File: src/design/cpe_defines.vh
// Constants for the command, pending-acknowledge and event engine.
`ifndef CPE_DEFINES_VH
`define CPE_DEFINES_VH

// ----------------------------------------------------------------------
// Timing
// ----------------------------------------------------------------------
`define CPE_CLK_MHZ            100
`define CPE_CYC_PER_MS         (1000 * `CPE_CLK_MHZ)
`define CPE_MAX_RESPONSE_TIME_READ_LIMIT_MS 50
`define CPE_PEND_LEAD_MS       16'h0001
`define CPE_PKT_WINDOW_US      10000
`define CPE_PKT_WINDOW_CYC     (`CPE_PKT_WINDOW_US * `CPE_CLK_MHZ)
`define CPE_FLUSH_QUIET_US     10000
`define CPE_FLUSH_QUIET_CYC    (`CPE_FLUSH_QUIET_US * `CPE_CLK_MHZ)
`define CPE_EVT_ACK_MS         100
`define CPE_EVT_ACK_CYC        (`CPE_EVT_ACK_MS * `CPE_CYC_PER_MS)

// ----------------------------------------------------------------------
// Packet sizes
// ----------------------------------------------------------------------
`define CPE_PREFIX_BYTES       8'h04
`define CPE_HDR_BYTES          8'h08

// ----------------------------------------------------------------------
// Answer kinds and status codes
// ----------------------------------------------------------------------
`define CPE_KIND_FINAL         2'h0
`define CPE_KIND_PENDING       2'h1
`define CPE_KIND_OCCUPIED      2'h2
`define CPE_STATUS_OK          16'h0000
`define CPE_DEVICE_OCCUPIED_CODE 16'h8001

// ----------------------------------------------------------------------
// Event source tag layout, event slots and retries
// ----------------------------------------------------------------------
`define CPE_EVT_NUM_LSB        0
`define CPE_EVT_NUM_W          12
`define CPE_EVT_RSVD_LSB       12
`define CPE_EVT_NS_LSB         14
`define CPE_NS_PROTOCOL        2'h0
`define CPE_NS_TECHNOLOGY      2'h1
`define CPE_NS_DEVICE          2'h2
`define CPE_EVT_GENERIC_ERROR  12'h000
`define CPE_EVT_SLOTS          3'h4
`define CPE_EVT_RETRIES        2'h3

`endif

File: src/design/cpe_ms_timer.v
// Millisecond down-counter that pulses once when its loaded time runs out.
`timescale 1ns/1ps
`default_nettype none
module cpe_ms_timer #(
	parameter CYC_PER_MS = 100000
) (
	input  wire        sys_clk_i,
	input  wire        nrst_i,
	input  wire        load_i,
	input  wire        stop_i,
	input  wire [15:0] ms_i,
	output wire        expired_o,
	output wire        running_o
);
	localparam [31:0] SUB_LAST = CYC_PER_MS - 1;

	reg [31:0] sub_q;
	reg [15:0] ms_q;
	reg        run_q;
	reg        exp_q;

	always @(posedge sys_clk_i or negedge nrst_i)
	begin
		if (!nrst_i)
		begin
			sub_q <= 32'h00000000;
			ms_q  <= 16'h0000;
			run_q <= 1'b0;
			exp_q <= 1'b0;
		end
		else
		begin
			exp_q <= 1'b0;
			if (load_i)
			begin
				// A zero load would wrap to 16'hFFFF and expire far too late, so it counts as one.
				ms_q  <= (ms_i == 16'h0000) ? 16'h0001 : ms_i;
				sub_q <= 32'h00000000;
				run_q <= 1'b1;
			end
			else if (stop_i)
				run_q <= 1'b0;
			else if (run_q)
			begin
				if (sub_q == SUB_LAST)
				begin
					sub_q <= 32'h00000000;
					if (ms_q == 16'h0001)
					begin
						run_q <= 1'b0;
						exp_q <= 1'b1;
					end
					else
						ms_q <= ms_q - 16'h0001;
				end
				else
					sub_q <= sub_q + 32'h00000001;
			end
		end
	end

	assign expired_o = exp_q;
	assign running_o = run_q;
endmodule // cpe_ms_timer
`default_nettype wire

File: src/design/cpe_engine.v
// Command receiver with pending answers, event sender and failure handling.
`timescale 1ns/1ps
`default_nettype none
`include "cpe_defines.vh"
module cpe_engine #(
	parameter CYC_PER_MS      = `CPE_CYC_PER_MS,
	parameter PKT_WINDOW_CYC  = `CPE_PKT_WINDOW_CYC,
	parameter FLUSH_QUIET_CYC = `CPE_FLUSH_QUIET_CYC,
	parameter EVT_ACK_CYC     = `CPE_EVT_ACK_CYC
) (
	input  wire        sys_clk_i,
	input  wire        nrst_i,
	input  wire        rx_valid_i,
	input  wire        rx_sop_i,
	input  wire        rx_eop_i,
	input  wire        rx_crc_ok_i,
	input  wire        rx_hdr_ok_i,
	input  wire [15:0] pkt_lane_i,
	input  wire [15:0] pkt_tag_i,
	input  wire        pkt_ack_req_i,
	input  wire        pkt_resend_i,
	input  wire        pkt_max_response_time_read_i,
	input  wire        pkt_event_reply_i,
	input  wire [15:0] default_lane_i,
	input  wire [15:0] msg_lane_i,
	input  wire        framed_i,
	input  wire        heartbeat_en_i,
	input  wire [15:0] max_response_time_i,
	input  wire [15:0] pend_ms_i,
	output wire        exec_start_o,
	output wire [15:0] exec_tag_o,
	input  wire        exec_done_i,
	input  wire [15:0] exec_status_i,
	output wire        ack_valid_o,
	input  wire        ack_ready_i,
	output wire [1:0]  ack_kind_o,
	output wire [15:0] ack_tag_o,
	output wire [15:0] ack_status_o,
	output wire [15:0] ack_value_o,
	output wire        hb_suspend_o,
	output wire        rx_err_o,
	output wire        flushing_o,
	input  wire        ev_valid_i,
	output wire        ev_ready_o,
	input  wire [11:0] ev_num_i,
	input  wire [1:0]  ev_ns_i,
	output wire        evc_valid_o,
	input  wire        evc_ready_i,
	output wire [15:0] evc_lane_o,
	output wire [15:0] evc_tag_o,
	output wire [2:0]  evc_count_o,
	output wire [63:0] evc_src_o,
	output wire        evc_fail_o
);
	// ------------------------------------------------------------------
	// Helpers and states
	// ------------------------------------------------------------------
	localparam [1:0]  RX_IDLE   = 2'h0;
	localparam [1:0]  RX_RECV   = 2'h1;
	localparam [1:0]  RX_FLUSH  = 2'h2;
	localparam [1:0]  EV_COLL   = 2'h0;
	localparam [1:0]  EV_SEND   = 2'h1;
	localparam [1:0]  EV_WAIT   = 2'h2;
	localparam [31:0] WIN_LAST  = PKT_WINDOW_CYC - 1;
	localparam [31:0] QUIET_LAST = FLUSH_QUIET_CYC - 1;
	localparam [31:0] EVW_LAST  = EVT_ACK_CYC - 1;
	localparam [7:0]  MIN_BYTES = `CPE_PREFIX_BYTES + `CPE_HDR_BYTES;
	localparam [2:0]  EV_FULL   = `CPE_EVT_SLOTS;

	// Time left before the host's deadline, less a safety lead.
	function [15:0] lead_ms;
		input [15:0] ms;
		begin
			if (ms > `CPE_PEND_LEAD_MS)
				lead_ms = ms - `CPE_PEND_LEAD_MS;
			else
				lead_ms = 16'h0001;
		end
	endfunction

	function [15:0] src_tag;
		input [1:0]  ns;
		input [11:0] num;
		begin
			src_tag = {ns, 2'b00, num};
		end
	endfunction

	// ------------------------------------------------------------------
	// Reception and failure handling
	// ------------------------------------------------------------------
	reg [1:0]  rx_st_q;
	reg [31:0] win_q;
	reg [7:0]  cnt_q;
	reg        rx_err_q;
	wire [7:0] len_now = (rx_st_q == RX_RECV) ?
		((cnt_q == 8'hFF) ? 8'hFF : cnt_q + 8'h01) : 8'h01;
	wire       eop_now = rx_valid_i && rx_eop_i &&
		((rx_st_q == RX_RECV) || (rx_st_q == RX_IDLE && rx_sop_i));
	wire       pkt_ok  = rx_crc_ok_i && rx_hdr_ok_i &&
		(len_now >= MIN_BYTES);
	wire       pkt_good = eop_now && pkt_ok;
	wire       rx_bad =
		(eop_now && !pkt_ok) ||
		(rx_st_q == RX_RECV && !eop_now && win_q == WIN_LAST) ||
		(rx_st_q == RX_RECV && rx_valid_i && rx_sop_i) ||
		(rx_st_q == RX_IDLE && rx_valid_i && !rx_sop_i);

	always @(posedge sys_clk_i or negedge nrst_i)
	begin
		if (!nrst_i)
		begin
			rx_st_q  <= RX_IDLE;
			win_q    <= 32'h00000000;
			cnt_q    <= 8'h00;
			rx_err_q <= 1'b0;
		end
		else
		begin
			rx_err_q <= rx_bad;
			if (rx_bad)
			begin
				// Framed transports need no quiet wait after a failure.
				rx_st_q <= framed_i ? RX_IDLE : RX_FLUSH;
				win_q   <= 32'h00000000;
			end
			else
			begin
				case (rx_st_q)
				RX_IDLE:
					if (rx_valid_i && rx_sop_i && !rx_eop_i)
					begin
						rx_st_q <= RX_RECV;
						cnt_q   <= 8'h01;
						win_q   <= 32'h00000000;
					end
				RX_RECV:
					if (eop_now)
						rx_st_q <= RX_IDLE;
					else
					begin
						win_q <= win_q + 32'h00000001;
						if (rx_valid_i && cnt_q != 8'hFF)
							cnt_q <= cnt_q + 8'h01;
					end
				RX_FLUSH:
					if (rx_valid_i)
						win_q <= 32'h00000000;
					else if (win_q == QUIET_LAST)
						rx_st_q <= RX_IDLE;
					else
						win_q <= win_q + 32'h00000001;
				default:
					rx_st_q <= RX_IDLE;
				endcase
			end
		end
	end

	assign rx_err_o   = rx_err_q;
	assign flushing_o = (rx_st_q == RX_FLUSH);

	// ------------------------------------------------------------------
	// Command execution and answers
	// ------------------------------------------------------------------
	reg        exe_q;
	reg [15:0] exe_tag_q;
	reg        exe_ackreq_q;
	reg [15:0] exe_pend_q;
	reg        start_q;
	reg        pend_req_q;
	reg        fin_req_q;
	reg [15:0] fin_status_q;
	reg        last_vld_q;
	reg [15:0] last_tag_q;
	reg [15:0] last_status_q;
	reg        hb_sus_q;
	reg        ack_vld_q;
	reg [1:0]  ack_kind_q;
	reg [15:0] ack_tag_q;
	reg [15:0] ack_status_q;
	reg [15:0] ack_value_q;

	wire cmd_hit  = pkt_good && pkt_lane_i == default_lane_i &&
		!pkt_event_reply_i;
	wire slot_free = !ack_vld_q || ack_ready_i;
	wire done_now = exe_q && exec_done_i;
	wire cached   = last_vld_q && pkt_tag_i != 16'h0000 &&
		pkt_tag_i == last_tag_q;
	wire new_cmd  = cmd_hit && !exe_q && !pkt_max_response_time_read_i && !cached;
	wire pend_exp;

	// Answer selection: host command first, then completion, then timer.
	reg        ld;
	reg [1:0]  ld_kind;
	reg [15:0] ld_tag;
	reg [15:0] ld_status;
	reg [15:0] ld_value;
	reg        cmd_ans;
	reg        fin_ans;
	reg        pend_ans;
	always @*
	begin
		ld = 1'b0;
		ld_kind = `CPE_KIND_FINAL;
		ld_tag = pkt_tag_i;
		ld_status = `CPE_STATUS_OK;
		ld_value = 16'h0000;
		cmd_ans = 1'b0;
		fin_ans = 1'b0;
		pend_ans = 1'b0;
		if (cmd_hit && pkt_ack_req_i && !new_cmd)
		begin
			cmd_ans = 1'b1;
			if (exe_q && pkt_tag_i == exe_tag_q)
			begin
				ld_kind  = `CPE_KIND_PENDING;
				ld_value = exe_pend_q;
			end
			else if (exe_q)
			begin
				ld_kind   = `CPE_KIND_OCCUPIED;
				ld_status = `CPE_DEVICE_OCCUPIED_CODE;
			end
			else if (pkt_max_response_time_read_i)
				ld_value = max_response_time_i;
			else
				ld_status = last_status_q;
		end
		else if (fin_req_q)
		begin
			fin_ans   = 1'b1;
			ld_tag    = last_tag_q;
			ld_status = fin_status_q;
		end
		else if (pend_req_q && exe_q)
		begin
			pend_ans = 1'b1;
			ld_kind  = `CPE_KIND_PENDING;
			ld_tag   = exe_tag_q;
			ld_value = exe_pend_q;
		end
		ld = (cmd_ans || fin_ans || pend_ans) && slot_free;
	end

	// Any pending answer, timer-driven or a repeat for the same tag,
	// restarts the timer and holds the heartbeat off.
	wire pend_out = ld && (ld_kind == `CPE_KIND_PENDING);

	cpe_ms_timer #(
		.CYC_PER_MS (CYC_PER_MS)
	) u_pend_timer (
		.sys_clk_i (sys_clk_i),
		.nrst_i    (nrst_i),
		.load_i    (new_cmd || pend_out),
		.stop_i    (done_now),
		.ms_i      (new_cmd ? lead_ms(max_response_time_i)
		                    : lead_ms(exe_pend_q)),
		.expired_o (pend_exp),
		.running_o ()
	);

	always @(posedge sys_clk_i or negedge nrst_i)
	begin
		if (!nrst_i)
		begin
			exe_q <= 1'b0;
			exe_tag_q <= 16'h0000;
			exe_ackreq_q <= 1'b0;
			exe_pend_q <= 16'h0000;
			start_q <= 1'b0;
			pend_req_q <= 1'b0;
			fin_req_q <= 1'b0;
			fin_status_q <= 16'h0000;
			last_vld_q <= 1'b0;
			last_tag_q <= 16'h0000;
			last_status_q <= 16'h0000;
			hb_sus_q <= 1'b0;
			ack_vld_q <= 1'b0;
			ack_kind_q <= `CPE_KIND_FINAL;
			ack_tag_q <= 16'h0000;
			ack_status_q <= 16'h0000;
			ack_value_q <= 16'h0000;
		end
		else
		begin
			start_q <= new_cmd;
			if (new_cmd)
			begin
				exe_q        <= 1'b1;
				exe_tag_q    <= pkt_tag_i;
				exe_ackreq_q <= pkt_ack_req_i;
				exe_pend_q   <= pend_ms_i;
			end
			if (pend_exp && exe_q && exe_ackreq_q)
				pend_req_q <= 1'b1;
			else if (pend_out)
				pend_req_q <= 1'b0;
			if (pend_out)
				hb_sus_q <= heartbeat_en_i;
			if (done_now)
			begin
				exe_q         <= 1'b0;
				pend_req_q    <= 1'b0;
				hb_sus_q      <= 1'b0;
				fin_req_q     <= exe_ackreq_q;
				fin_status_q  <= exec_status_i;
				last_vld_q    <= 1'b1;
				last_tag_q    <= exe_tag_q;
				last_status_q <= exec_status_i;
			end
			else if (ld && fin_ans)
				fin_req_q <= 1'b0;
			if (ld)
			begin
				ack_vld_q    <= 1'b1;
				ack_kind_q   <= ld_kind;
				ack_tag_q    <= ld_tag;
				ack_status_q <= ld_status;
				ack_value_q  <= ld_value;
			end
			else if (ack_ready_i)
				ack_vld_q <= 1'b0;
		end
	end

	assign exec_start_o = start_q;
	assign exec_tag_o   = exe_tag_q;
	assign ack_valid_o  = ack_vld_q;
	assign ack_kind_o   = ack_kind_q;
	assign ack_tag_o    = ack_tag_q;
	assign ack_status_o = ack_status_q;
	assign ack_value_o  = ack_value_q;
	assign hb_suspend_o = hb_sus_q;

	// ------------------------------------------------------------------
	// Event packing and message lane
	// ------------------------------------------------------------------
	reg [15:0] ev_mem [0:3];
	reg [1:0]  ev_st_q;
	reg [2:0]  ev_cnt_q;
	reg [15:0] ev_tag_q;
	reg [15:0] ev_lane_q;
	reg [31:0] ev_wait_q;
	reg [1:0]  ev_try_q;
	reg        ev_fail_q;
	wire ev_take  = ev_valid_i && ev_ready_o;
	wire lane_ok  = msg_lane_i != default_lane_i;
	wire evr_hit  = pkt_good && pkt_event_reply_i &&
		pkt_lane_i == ev_lane_q && pkt_tag_i == ev_tag_q &&
		ev_st_q == EV_WAIT;

	always @(posedge sys_clk_i or negedge nrst_i)
	begin
		if (!nrst_i)
		begin
			ev_st_q <= EV_COLL;
			ev_cnt_q <= 3'h0;
			ev_tag_q <= 16'h0000;
			ev_lane_q <= 16'h0000;
			ev_wait_q <= 32'h00000000;
			ev_try_q <= 2'h0;
			ev_fail_q <= 1'b0;
			ev_mem[0] <= 16'h0000;
			ev_mem[1] <= 16'h0000;
			ev_mem[2] <= 16'h0000;
			ev_mem[3] <= 16'h0000;
		end
		else
		begin
			ev_fail_q <= 1'b0;
			case (ev_st_q)
			EV_COLL:
				if (ev_take)
				begin
					ev_mem[ev_cnt_q[1:0]] <= src_tag(ev_ns_i, ev_num_i);
					ev_cnt_q <= ev_cnt_q + 3'h1;
				end
				else if (ev_cnt_q != 3'h0 && lane_ok)
				begin
					ev_st_q   <= EV_SEND;
					ev_lane_q <= msg_lane_i;
					ev_try_q  <= 2'h0;
				end
			EV_SEND:
				if (evc_ready_i)
				begin
					ev_st_q   <= EV_WAIT;
					ev_wait_q <= 32'h00000000;
				end
			EV_WAIT:
				if (evr_hit || ev_wait_q == EVW_LAST)
				begin
					if (!evr_hit && ev_try_q != `CPE_EVT_RETRIES)
					begin
						ev_st_q  <= EV_SEND;
						ev_try_q <= ev_try_q + 2'h1;
					end
					else
					begin
						ev_st_q   <= EV_COLL;
						ev_cnt_q  <= 3'h0;
						ev_tag_q  <= ev_tag_q + 16'h0001;
						ev_fail_q <= !evr_hit;
					end
				end
				else
					ev_wait_q <= ev_wait_q + 32'h00000001;
			default:
				ev_st_q <= EV_COLL;
			endcase
		end
	end

	assign ev_ready_o  = (ev_st_q == EV_COLL) && (ev_cnt_q != EV_FULL);
	assign evc_valid_o = (ev_st_q == EV_SEND);
	assign evc_lane_o  = ev_lane_q;
	assign evc_tag_o   = ev_tag_q;
	assign evc_count_o = ev_cnt_q;
	assign evc_src_o   = {ev_mem[3], ev_mem[2], ev_mem[1], ev_mem[0]};
	assign evc_fail_o  = ev_fail_q;
endmodule // cpe_engine
`default_nettype wire

File: config.mk
export PLATFORM = sky130hd
export DESIGN_NAME = cpe_engine
export DESIGN_NICKNAME = d
export VERILOG_FILES = /design/src/design/cpe_ms_timer.v /design/src/design/cpe_engine.v
export VERILOG_INCLUDE_DIRS = /design/src /design/src/design
export SDC_FILE = /design/constraint.sdc
export NUM_CORES = 1
export LEC_CHECK = 0
export ABC_CLOCK_PERIOD_IN_PS = 3050
export BUFFER_PORTS_ARGS = -buffer_cell sky130_fd_sc_hd__buf_2
export CAP_MARGIN = 20
export CORE_MARGIN = 2
export CORE_UTILIZATION = 40
export CTS_CLUSTER_SIZE = 30
export DETAILED_ROUTE_END_ITERATION = 7
export GPL_TIMING_DRIVEN = 0
export SYNTH_ARGS = -nofsm -noshare
export SYNTH_HDL_FRONTEND = slang
export SYNTH_SLANG_ARGS = --single-unit
File: constraint.sdc
create_clock -name sys_clk_i -period 3.05 [get_ports sys_clk_i]
set_input_delay 0.305 -clock sys_clk_i [delete_from_list [all_inputs] [get_ports sys_clk_i]]
set_output_delay 0.305 -clock sys_clk_i [all_outputs]
set_load 0.005 [all_outputs]
==> Word-level counts from Yosys, hierarchy flattened <==
Cells that the tools add are included.
{ "word_totals": {"output_inout_bits": 173, "ff_bits": 351, "word_cells": 284} }
{ "op_classes": {"n_eq_ne": 38, "addsub": 10, "n_bitwise": 4, "mux": 102, "n_reduce_logical": 90, "magnitude_cmp": 5} }
{ "op_table": {"columns": ["cell", "n"], "rows": [
  ["2-to-1 mux 16 bit", 24],
  ["2-to-1 mux 32 bit", 11],
  ["adder 32 x 1 -> 32 bit (second input constant)", 3],
  ["one-hot mux 32 bit (3 select lines)", 1],
  ["equality test 16 bit", 5],
  ["bitwise mux 64 bit", 1],
  ["one-hot mux 32 bit (2 select lines)", 1],
  ["subtractor 16 x 1 -> 16 bit (second input constant)", 3],
  ["logical AND 1 bit", 42],
  ["2-to-1 mux 8 bit", 5],
  ["2-to-1 mux 2 bit", 17],
  ["2-to-1 mux 1 bit", 33],
  ["demux 16 bit (select 2 bit)", 1],
  ["equality test 32 x 17 -> 1 bit (second input constant)", 1],
  ["equality test 32 x 20 -> 1 bit (second input constant)", 1],
  ["equality test 32 x 24 -> 1 bit (second input constant)", 1],
  ["greater-than comparator 16 x 1 -> 1 bit (second input constant)", 2],
  ["AND reduction 4 bit", 5],
  ["nonzero test 2 bit", 9],
  ["adder 16 x 1 -> 16 bit (second input constant)", 1],
  ["equality test 16 x 1 -> 1 bit (second input constant)", 1],
  ["logical NOT 16 bit", 1],
  ["inequality test 16 bit", 1],
  ["one-hot mux 8 bit (2 select lines)", 1],
  ["31 further kinds", 78]
]} }

==> Logic depth before layout (Yosys ltp) <==
Gate-level depths: netlist of run 1.
{ "logic_depth": {"ltp_word": 21, "mapped_depth": 14, "ltp_nobuf": 10} }

==> Hierarchy <==
A second synthesis of run 1 with hierarchy kept.
{ "hier_totals": {"hier_cells": 1839, "hier_area_um2": 18320.1} }
{ "modules_own_cells": {"columns": ["module", "instances", "area_each_um2", "cells_per_inst"], "rows": [
  ["cpe_engine", 1, 15243.4, 1488],
  ["cpe_ms_timer", 1, 3076.7, 351]
]} }

==> Worst setup path before layout of run 1 <==
OpenSTA, ideal clock, no wires.
{ "synth_timing": {"kind": "register to register", "startpoint": "reg cnt_q[0]", "endpoint": "reg win_q[23]", "slack_ns": 0.234, "t_required_ns": 2.982, "n_path_buf": 2, "setup_time_ns": 0.068, "path_stages_with_launch": 12, "arrival_time_ns": 2.748, "path_cell_list": "dfrtp_1 ha_1 and3_1 nor3_1 or3_4 a31o_1 buf_6 and2_4 or3_4 buf_6 or4_1 nand2_1"} }
{ "synth_between": {"elab_chain_cells": 12, "elab_cells_between_ends": 17, "classes_between": "1 x add/sub; 1 x order compare; 4 x eq/ne; 3 x mux; 8 x reduce/logical"} }
{ "synth_lines": {"columns": ["item", "line_no", "source"], "rows": [
  ["start, declared", "cpe_engine.v:94", "reg [7:0] cnt_q;"],
  ["start signal, assigned", "cpe_engine.v:144", "cnt_q <= cnt_q + 8'h01;"],
  ["adder 8 x 1 -> 8 bit or equality test 8 bit (tied branches)", "cpe_engine.v:97", "((cnt_q == 8'hFF) ? 8'hFF : cnt_q + 8'h01) : 8'h01;"],
  ["2-to-1 mux 8 bit (*)", "cpe_engine.v:97", null],
  ["2-to-1 mux 8 bit (*)", "cpe_engine.v:96", "wire [7:0] len_now = (rx_st_q == RX_RECV) ?"],
  ["greater-or-equal comparator 8 x 4 -> 1 bit (*)", "cpe_engine.v:101", "(len_now >= MIN_BYTES);"],
  ["logical AND 1 bit (*)", "cpe_engine.v:100", "wire pkt_ok = rx_crc_ok_i && rx_hdr_ok_i &&"],
  ["logical NOT 1 bit (*)", "cpe_engine.v:104", "(eop_now && !pkt_ok) ||"],
  ["logical AND 1 bit (*)", "cpe_engine.v:104", null],
  ["logical OR 1 bit (*)", "cpe_engine.v:104", null],
  ["logical OR 1 bit (*)", "cpe_engine.v:105", "(rx_st_q == RX_RECV && !eop_now && win_q == WIN_LAST) ||"],
  ["logical OR 1 bit (*)", "cpe_engine.v:106", "(rx_st_q == RX_RECV && rx_valid_i && rx_sop_i) ||"],
  ["inequality test 4 bit (no source line) (tied with other cells)", null, null],
  ["AND reduction 4 bit (no source line)", null, null],
  ["end signal, assigned", "cpe_engine.v:142", "win_q <= win_q + 32'h00000001;"],
  ["end signal, assigned", "cpe_engine.v:152", "win_q <= win_q + 32'h00000001;"],
  ["end, declared", "cpe_engine.v:93", "reg [31:0] win_q;"]
]} }
Mark *: on every way between the ends. The rest lies on a longest branch, timed or not.
A chain may end at the register's enable or synchronous reset.

==> Worst setup path after layout of run 1 <==
{ "layout_timing": {"startpoint": "reg cnt_q[1]", "endpoint": "reg u_pend_timer.sub_q[31]"} }
{ "layout_between": {"elab_chain_cells": 21, "elab_cells_between_ends": 29, "classes_between": "1 x add/sub; 1 x order compare; 3 x eq/ne; 7 x mux; 17 x reduce/logical"} }
{ "layout_lines": {"columns": ["item", "line_no", "source"], "rows": [
  ["adder 8 x 1 -> 8 bit or equality test 8 bit (tied branches)", "cpe_engine.v:97", null],
  ["2-to-1 mux 8 bit (*)", "cpe_engine.v:97", null],
  ["2-to-1 mux 8 bit (*)", "cpe_engine.v:96", null],
  ["greater-or-equal comparator 8 x 4 -> 1 bit (*)", "cpe_engine.v:101", null],
  ["logical AND 1 bit (*)", "cpe_engine.v:100", null],
  ["logical AND 1 bit (*)", "cpe_engine.v:102", "wire pkt_good = eop_now && pkt_ok;"],
  ["logical AND 1 bit (*) (2 in a row)", "cpe_engine.v:184", "wire cmd_hit = pkt_good && pkt_lane_i == default_lane_i &&"],
  ["logical AND 1 bit (3 in a row)", "cpe_engine.v:190", "wire new_cmd = cmd_hit && !exe_q && !pkt_max_response_time_read_i && !cached;"],
  ["logical NOT 1 bit", "cpe_engine.v:212", "if (cmd_hit && pkt_ack_req_i && !new_cmd)"],
  ["logical AND 1 bit", "cpe_engine.v:212", null],
  ["2-to-1 mux 1 bit", "cpe_engine.v:212", null],
  ["logical OR 1 bit (2 in a row)", "cpe_engine.v:243", "ld = (cmd_ans || fin_ans || pend_ans) && slot_free;"],
  ["logical AND 1 bit", "cpe_engine.v:243", null],
  ["logical AND 1 bit", "cpe_engine.v:248", "wire pend_out = ld && (ld_kind == `CPE_KIND_PENDING);"],
  ["logical OR 1 bit (*)", "cpe_engine.v:255", ".load_i (new_cmd || pend_out),"],
  ["inequality test 2 x 1 -> 1 bit (no source line) or nonzero test 2 bit (tied branches)", null, null],
  ["AND reduction 2 bit (no source line)", null, null],
  ["end signal, assigned", "cpe_ms_timer.v:57", "sub_q <= sub_q + 32'h00000001;"],
  ["end, declared", "cpe_ms_timer.v:17", "reg [31:0] sub_q;"]
]} }
Marked as above.

==> results_tabular.tex, run 1 <==
\begin{tabular}{lr}
\hline
Metric & Value \\
\hline
\multicolumn{2}{l}{\textbf{Run status}} \\
\quad Run status & finished clean \\
\multicolumn{2}{l}{\textbf{Clock tree}} \\
\quad CTS tree & done \\
\quad Number of sinks handled by clock tree synthesis & 343 \\
\quad CTS clock-pin slew for the worst setup and hold paths & 0.06 ns \\
\quad CTS buffer count & 41 \\
\quad H-tree Lvls & 2 \\
\quad Clock tree buffer depth & 3 \\
\quad Later-pin clock latency in the skew report & 0.58 ns \\
\quad Root Buffer & sky130\_fd\_sc\_hd\_\_clkbuf\_16 \\
\multicolumn{2}{l}{\textbf{Finish}} \\
\quad Finished Layout Cells & 2910 \\
\quad Final core area utilization & 0.515 \\
\quad Commonest non-fill, non-tap cell in the layout & sky130\_fd\_sc\_hd\_\_dfrtp\_1 \\
\quad Area delta synth->final & 26.3\% \\
\quad Share of final-layout standard cells stronger than drive strength 1 & 0.276 \\
\quad FILL cells & 4178 \\
\quad Commonest non-fill, non-tap cells in the layout & 343 x sky130\_fd\_sc\_hd\_\_dfrtp\_1, 297 x sky130\_fd\_sc\_hd\_\_buf\_2, 178 x sky130\_fd\_sc\_hd\_\_nor2\_1 \\
\quad Total Nets Final & 2440 \\
\multicolumn{2}{l}{\textbf{Floorplan}} \\
\quad Number of ports placed on the die boundary & 316 \\
\quad Die ar. & 48200 um2 \\
\quad Core Footprint & 45600 um2 \\
\quad Placement Rows & 78 \\
\quad DIE HEIGHT & 219 um \\
\quad Die W & 219 um \\
\quad Effective utilization at floorplan & 0.408 \\
\multicolumn{2}{l}{\textbf{GRT}} \\
\quad GRT Overall Usage & 0.237 \\
\quad Largest net degree at the start of global routing & 122 \\
\quad Vias in the first global route & 16000 \\
\quad Global-route wire length before repair & 89.6 mm \\
\quad GRT overflow & 0 \\
\quad Antenna violations before repair & 2 \\
\multicolumn{2}{l}{\textbf{STA}} \\
\quad Actual slew at the worst max-slew pin & 0.893 ns \\
\quad Clock period minus final worst setup slack & 2.98 ns \\
\quad Fin Clk Skew & 0.0258 ns \\
\quad Slew Viols, Final & 0 \\
\quad Highest attainable clock frequency & 335 MHz \\
\quad Final-report setup violation count & 0 \\
\quad RSZ-0062 raised after global routing & yes \\
\quad Max-slew headroom at the worst pin & 0.405 \\
\quad Post-route clock period utilization & 0.978 \\
\quad Final hold violation count & 0 \\
\multicolumn{2}{l}{\textbf{Placement}} \\
\quad Cells after DPL & 2759 \\
\quad Placed wire-length estimate & 42.2 mm \\
\quad Global placer's final weighted congestion & 0.906 \\
\quad Count of input and output buffers & 288 \\
\multicolumn{2}{l}{\textbf{Drt}} \\
\quad Total Wirelength & 57.9 mm \\
\quad Initial detailed-routing violation count & 1146 \\
\quad Post-DR wirelength/cell & 19.9 um \\
\quad Via-per-instance ratio & 5.57 \\
\quad Count of vias placed by the detailed router & 16200 \\
\quad Detailed Routing Iterations Pass 1 & 8 \\
\quad Residual DRC count & 0 \\
\quad Post-route ant nets & 0 \\
\multicolumn{2}{l}{\textbf{Logic synthesis}} \\
\quad Number of distinct library cells after synthesis & 78 \\
\quad Mean cell area of the mapped netlist & 9.97 um2 \\
\quad Number of register bits inferred by synthesis & 343 \\
\quad Portion of the post-synthesis area used by sequential elements & 0.462 \\
\quad Synth warn & 0 \\
\quad Cell type with the largest total area after synthesis & sky130\_fd\_sc\_hd\_\_dfrtp\_1 \\
\quad Top cells by area in the synthesized netlist & sky130\_fd\_sc\_hd\_\_dfrtp\_1 46\%, sky130\_fd\_sc\_hd\_\_mux2\_2 8.3\%, sky130\_fd\_sc\_hd\_\_xnor2\_1 7.8\% \\
\quad Post-synth top area share & 0.462 \\
\quad Primary FF master, synth & sky130\_fd\_sc\_hd\_\_dfrtp\_1 \\
\quad Count of flip-flops with a built-in enable after synthesis & 0 \\
\quad Area of the mapped netlist & 18600 um2 \\
\quad Post-synthesis async set-or-reset flop share & 1.00 \\
\quad Synth Instances & 1862 \\
\multicolumn{2}{l}{\textbf{Critical path}} \\
\quad Source of the worst register-to-register timing path & cnt\_q[1] \\
\quad Start-to-end type of the worst setup path & flip-flop to flip-flop \\
\quad Required time worst endpoint & 3.49 ns \\
\quad R2R Path End & u\_pend\_timer.sub\_q[31] \\
\quad Maximum net fanout on the critical path & 10 \\
\quad Slack of the worst reg-to-reg path & 0.07 ns \\
\quad Crit. End Element & flip-flop \\
\quad Worst EP arrival & 3.42 ns \\
\quad Worst Reg-to-Reg Cells & 12 \\
\quad Launching element type of the critical path & flip-flop \\
\multicolumn{2}{l}{\textbf{Pwr}} \\
\quad Worst-case vdd ir drop & 0.437 mV \\
\quad Cell leakage power & 10.3 nW \\
\quad Total power density per cell area & 616 nW/um2 \\
\multicolumn{2}{l}{\textbf{Worst hold path}} \\
\quad Worst Hold End & evc\_src\_o[62] \\
\quad Hold Path Origin & ev\_ns\_i[0] \\
\quad Worst Hold Depth & 2 \\
\quad Hold/Removal Path Class & primary input to flip-flop \\
\multicolumn{2}{l}{\textbf{Run}} \\
\quad Max-cap check violation count & 0 \\
\hline
\end{tabular}
## critical path, cell delays in order (launching register included)
cell	delay [ns]
sky130_fd_sc_hd__dfrtp_1	0.43
sky130_fd_sc_hd__ha_4	0.19
sky130_fd_sc_hd__and3_4	0.18
sky130_fd_sc_hd__a311oi_1	0.28
sky130_fd_sc_hd__a31o_1	0.25
sky130_fd_sc_hd__buf_4	0.16
sky130_fd_sc_hd__a311oi_4	0.11
sky130_fd_sc_hd__or3_4	0.37
sky130_fd_sc_hd__clkbuf_4	0.21
sky130_fd_sc_hd__buf_4	0.21
sky130_fd_sc_hd__a311oi_2	0.24
sky130_fd_sc_hd__xnor2_1	0.15
sky130_fd_sc_hd__nor2_1	0.05
## flip-flops by register name, indices dropped and copies added (netlist names), 8 cells and up
signal	cells
evc_tag_o	16
ack_status_o	16
ack_tag_o	16
evc_src_o	56
u_pend_timer.ms_q	16
exec_tag_o	16
last_status_q	16
exe_pend_q	16
ack_value_o	16
ev_wait_q	32
last_tag_q	16
win_q	32
cnt_q	8
evc_lane_o	16
u_pend_timer.sub_q	32
## cell type report
type	count	area, um2	area share
clock inverters	19	274	0.0117
flip-flops and latches	343	8580	0.366
multi-input cells	1379	9730	0.415
inverters	33	124	0.00528
repair buffers	370	2250	0.0959
well taps	600	751	0.0320
diodes	2	5.00	0.000213
plain buffers	110	602	0.0257
clock buffers	54	1130	0.0484
## synthesized netlist by cell type, drive strengths merged, types with 42 or more instances
library cell / number
nand4: 66
a21oi: 76
nor3: 49
clkbuf: 72
buf: 42
nand2: 140
nand3: 70
nor4: 47
xnor2: 165
mux2: 138
nor2: 178
dfrtp: 343
o21ai: 44
xor2: 51
## cells by family after synthesis
group                      synth area share
DFF                                   0.462
other                              0.000202
muxes                                0.0874
AOI/OAI and AO/OA                     0.106
xor gates and xnor gates              0.102
adders and majority gates            0.0128
and+or+nand+nor                       0.196
buffers and inverters                0.0339
## metal layers
metal  share of wire  routed length (um)  global-route usage  vias to the layer above
li1                -                   -                   -                     7549
met1            0.44               25200               0.321                     8072
met2            0.48               27700               0.386                      507
met3           0.059                3410              0.0391                       91
met4           0.027                1540              0.0831                        2
met5         0.00022                  13                   0                        -
## where the power goes
part | internal, W | total [W] | switching (W)
logic | 0.00167 | 0.00366 | 0.00199
clock network | 0.00313 | 0.00513 | 0.00200
registers | 0.00519 | 0.00566 | 0.000473
total | 0.00999 | 0.0145 | 0.00446
## through the flow
step	total power, W	hold slack, ns	setup WS, ns	setup TNS [ns]	instance area, um2
after floorplan	0.00757	0.00941	0.234	0	18600
after global placement	0.00900	0.462	-5.12	-1797.09	20800
after detailed placement	0.00911	0.409	-0.591	-61.56	20900
after CTS	0.0145	0.000345	0.00428	0	23100
after global routing	0.0152	0.0264	-0.0388	-0.288	23500
final	0.0145	0.0338	0.0676	0	23500
## worst max path at each step
| stage | from | to | slack, ns | cells past startpoint |
|---|---|---|---|---|
| after floorplan | cnt_q[0] | win_q[23] | 0.23 | 11 |
| after detailed placement | default_lane_i[10] | u_pend_timer.ms_q[9] | -0.59 | 10 |
| after global routing | cnt_q[1] | win_q[28] | -0.04 | 12 |
| after global placement | nrst_i | evc_src_o[33] | -5.12 | 1 |
| final | cnt_q[1] | u_pend_timer.sub_q[31] | 0.07 | 12 |
| after CTS | cnt_q[1] | ack_value_o[11] | 0.004 | 12 |
## what timing repair did
action | CTS | global route
setup buffers | 10 | 11
hold buffers | 58 | 0
pin swaps | 3 | 8
endpoints found under the setup margin | 222 | 171
hold endpoints to repair | 179 | 0
gates resized for setup | 50 | 77
cloned | 0 | 1
No activity file was read; power rests on OpenSTA's default activity.
==> run 2: changes to the inputs <==
--- a/config.mk
+++ b/config.mk
@@ -14,6 +14,7 @@
 export CTS_CLUSTER_SIZE = 30
 export DETAILED_ROUTE_END_ITERATION = 7
 export GPL_TIMING_DRIVEN = 0
+export REMOVE_ABC_BUFFERS = 1
 export SYNTH_ARGS = -nofsm -noshare
 export SYNTH_HDL_FRONTEND = slang
 export SYNTH_SLANG_ARGS = --single-unit
==> run 2 against run 1 <==
  * Non-clock buffer count shrank 66
  * Routed wire length shrank 2.1%
  * Total power shrank 1.8%
  * Sequential share of layout area grew 0.18 points
  * Core utilization shrank 0.24 points
  * Global-route usage shrank 0.30 points
  * Fmax shrank 0.42%
  * Sequential cell count is the same
  * Clock-buffer cell count grew 5
  * Sequential power is essentially flat
  * Largest power group unchanged
  * Highest routed layer unchanged
==> results_tabular.tex, run 2 (synthesis results as in run 1) <==
\begin{tabular}{lr}
\hline
Metric & Value \\
\hline
\multicolumn{2}{l}{\textbf{Worst hold path}} \\
\quad Worst Hold Depth & 2 \\
\quad Hold Path Origin & ev\_ns\_i[1] \\
\quad Worst Hold End & evc\_src\_o[47] \\
\quad Hold/Removal Path Class & primary input to flip-flop \\
\multicolumn{2}{l}{\textbf{STA}} \\
\quad Clock period minus final worst setup slack & 2.99 ns \\
\quad Final hold violation count & 0 \\
\quad Fin Clk Skew & 0.0230 ns \\
\quad Final setup margin & 0.0551 ns \\
\quad Final-report setup violation count & 0 \\
\quad Slew Viols, Final & 0 \\
\quad Post-route clock period utilization & 0.982 \\
\quad Accumulated negative setup slack & 0 ns \\
\quad Max-slew headroom at the worst pin & 0.371 \\
\quad Actual slew at the worst max-slew pin & 0.940 ns \\
\quad Highest attainable clock frequency & 334 MHz \\
\multicolumn{2}{l}{\textbf{Critical path}} \\
\quad Worst Reg-to-Reg Cells & 10 \\
\quad Source of the worst register-to-register timing path & cnt\_q[1] \\
\quad Required time worst endpoint & 3.47 ns \\
\quad Cells along the critical path & ha\_4, and3\_1, a311oi\_1, a31o\_2, a311oi\_4, buf\_4, or3\_4, and2\_2, a211oi\_1, a21oi\_1 \\
\quad Crit. End Element & flip-flop \\
\quad Critical path's slowest cell & sky130\_fd\_sc\_hd\_\_or3\_4 \\
\quad Worst EP arrival & 3.42 ns \\
\quad Peak per-stage delay on the critical path & 0.50 ns \\
\quad Maximum net fanout on the critical path & 17 \\
\quad Launching element type of the critical path & flip-flop \\
\quad Slack of the worst reg-to-reg path & 0.06 ns \\
\quad R2R Path End & u\_pend\_timer.ms\_q[9] \\
\quad Start-to-end type of the worst setup path & flip-flop to flip-flop \\
\multicolumn{2}{l}{\textbf{Drt}} \\
\quad Detailed Routing Iterations Pass 1 & 5 \\
\quad Residual DRC count & 0 \\
\quad Initial detailed-routing violation count & 1184 \\
\quad Post-route ant nets & 0 \\
\quad Via-per-instance ratio & 5.60 \\
\quad Count of vias placed by the detailed router & 15900 \\
\quad Total Wirelength & 56.7 mm \\
\quad Post-DR wirelength/cell & 19.9 um \\
\multicolumn{2}{l}{\textbf{Floorplan}} \\
\quad Placement Rows & 78 \\
\quad Die W & 219 um \\
\quad Die ar. & 48200 um2 \\
\quad Core Footprint & 45600 um2 \\
\quad Number of ports placed on the die boundary & 316 \\
\quad Effective utilization at floorplan & 0.408 \\
\quad DIE HEIGHT & 219 um \\
\multicolumn{2}{l}{\textbf{Placement}} \\
\quad Global placer's final weighted congestion & 0.915 \\
\quad Worst slack at placement & -2.43 ns \\
\quad Count of input and output buffers & 306 \\
\quad Dpl cell area & 20700 um2 \\
\quad Cells after DPL & 2679 \\
\quad Placed wire-length estimate & 39.9 mm \\
\multicolumn{2}{l}{\textbf{Finish}} \\
\quad Area delta synth->final & 25.7\% \\
\quad Number of flip-flops in the largest register & 56 \\
\quad Finished Layout Cells & 2846 \\
\quad Share of final-layout standard cells stronger than drive strength 1 & 0.278 \\
\quad Final std cell area, no fill & 23300 um2 \\
\quad Total Nets Final & 2379 \\
\quad Commonest non-fill, non-tap cell in the layout & sky130\_fd\_sc\_hd\_\_dfrtp\_1 \\
\quad Commonest non-fill, non-tap cells in the layout & 342 x sky130\_fd\_sc\_hd\_\_dfrtp\_1, 305 x sky130\_fd\_sc\_hd\_\_buf\_2, 178 x sky130\_fd\_sc\_hd\_\_nor2\_1 \\
\multicolumn{2}{l}{\textbf{GRT}} \\
\quad Antenna violations before repair & 3 \\
\quad Global-route wire length before repair & 88.8 mm \\
\quad GRT overflow & 0 \\
\quad Largest net degree at the start of global routing & 113 \\
\quad Vias in the first global route & 15800 \\
\quad GRT Overall Usage & 0.234 \\
\multicolumn{2}{l}{\textbf{Run}} \\
\quad Max-cap check violation count & 0 \\
\multicolumn{2}{l}{\textbf{Clock tree}} \\
\quad Root Buffer & sky130\_fd\_sc\_hd\_\_clkbuf\_16 \\
\quad H-tree Lvls & 2 \\
\quad CTS buffer count & 42 \\
\quad Later-pin clock latency in the skew report & 0.57 ns \\
\quad Number of sinks handled by clock tree synthesis & 343 \\
\quad Clock tree buffer depth & 3 \\
\quad CTS clock-pin slew for the worst setup and hold paths & 0.06 ns \\
\quad CTS tree & done \\
\multicolumn{2}{l}{\textbf{Run status}} \\
\quad Run status & finished clean \\
\multicolumn{2}{l}{\textbf{Pwr}} \\
\quad Cell leakage power & 10.3 nW \\
\quad Total power density per cell area & 608 nW/um2 \\
\quad Worst-case vdd ir drop & 0.531 mV \\
\hline
\end{tabular}
[run 2: cell types whose count changed in the layout (fill, tap and decap cells not counted), sizes merged]
cell / before / now
clkbuf: 126 / 59
clkdlybuf4s15: 1 / 0
dlygate4sd3: 58 / 55
bufinv: 6 / 2
or3: 31 / 33
buf: 349 / 359
and2: 18 / 20
clkinv: 12 / 8
diode: 2 / 1
clkinvlp: 1 / 3
[run 2: per-stage QoR]
step | utilization | total power, W | hold WS [ns]
6_report | 0.512 | 0.0142 | 0.0353
5_1_grt | 0.512 | 0.0149 | 0.0330
4_1_cts | 0.505 | 0.0142 | 0.000713
3_5_place_dp | 0.455 | 0.00892 | 0.254
3_3_place_gp | 0.447 | 0.00876 | 0.450
2_1_floorplan | - | 0.00746 | 0.00941
[run 2: power by group]
group	internal [W]	switching [W]
combinational	0.00164	0.00185
clock	0.00303	0.00200
sequential	0.00519	0.000491
total	0.00986	0.00434
[run 2: layout make-up]
class | count | area (um2)
inverter | 33 | 124
clock inverter | 13 | 130
multi-input combinational | 1383 | 9780
tap | 600 | 751
timing repair buffer | 414 | 2710
fill | 4158 | 22200
antenna | 1 | 2.50
clock buffer | 59 | 1260
sequential | 343 | 8580
[run 2: repair_timing]
item	CTS	global route
gates resized for setup	38	25
endpoints found under the setup margin	217	113
endpoints found under the hold margin	113	0
gates cloned	3	1
hold buffers	55	0
buffers inserted	16	19
pin swaps	11	13
[run 2: worst max path at each step]
| stage | slack, ns | from | to | depth (start not counted) |
|---|---|---|---|---|
| floorplan | -3.24 | cnt_q[0] | u_pend_timer.ms_q[10] | 9 |
| detailed placement | -2.43 | rx_st_q[1] | u_pend_timer.sub_q[22] | 9 |
| global route | -0.07 | rx_st_q[1] | cnt_q[5] | 13 |
| finish | 0.06 | cnt_q[1] | u_pend_timer.ms_q[9] | 10 |
| CTS | -0.01 | cnt_q[1] | win_q[25] | 10 |
| global placement | -6.43 | rx_st_q[1] | u_pend_timer.ms_q[0] | 7 |
[run 2: routing by layer]
metal / vias up / share of wire / GRT usage
met5: - / 0.00041 / 0
met4: 4 / 0.036 / 0.0901
met3: 106 / 0.063 / 0.0496
met2: 451 / 0.47 / 0.374
met1: 7944 / 0.43 / 0.312
li1: 7434 / - / -
[run 2: critical path: cells and delay by family (launching register included)]
| kind | cells | cell delay (ns) |
|---|---|---|
| compound gates | 5 | 1.01 |
| simple gates | 3 | 1.01 |
| flops | 1 | 0.44 |
| fa+ha+maj | 1 | 0.19 |
| buf+inv | 1 | 0.19 |
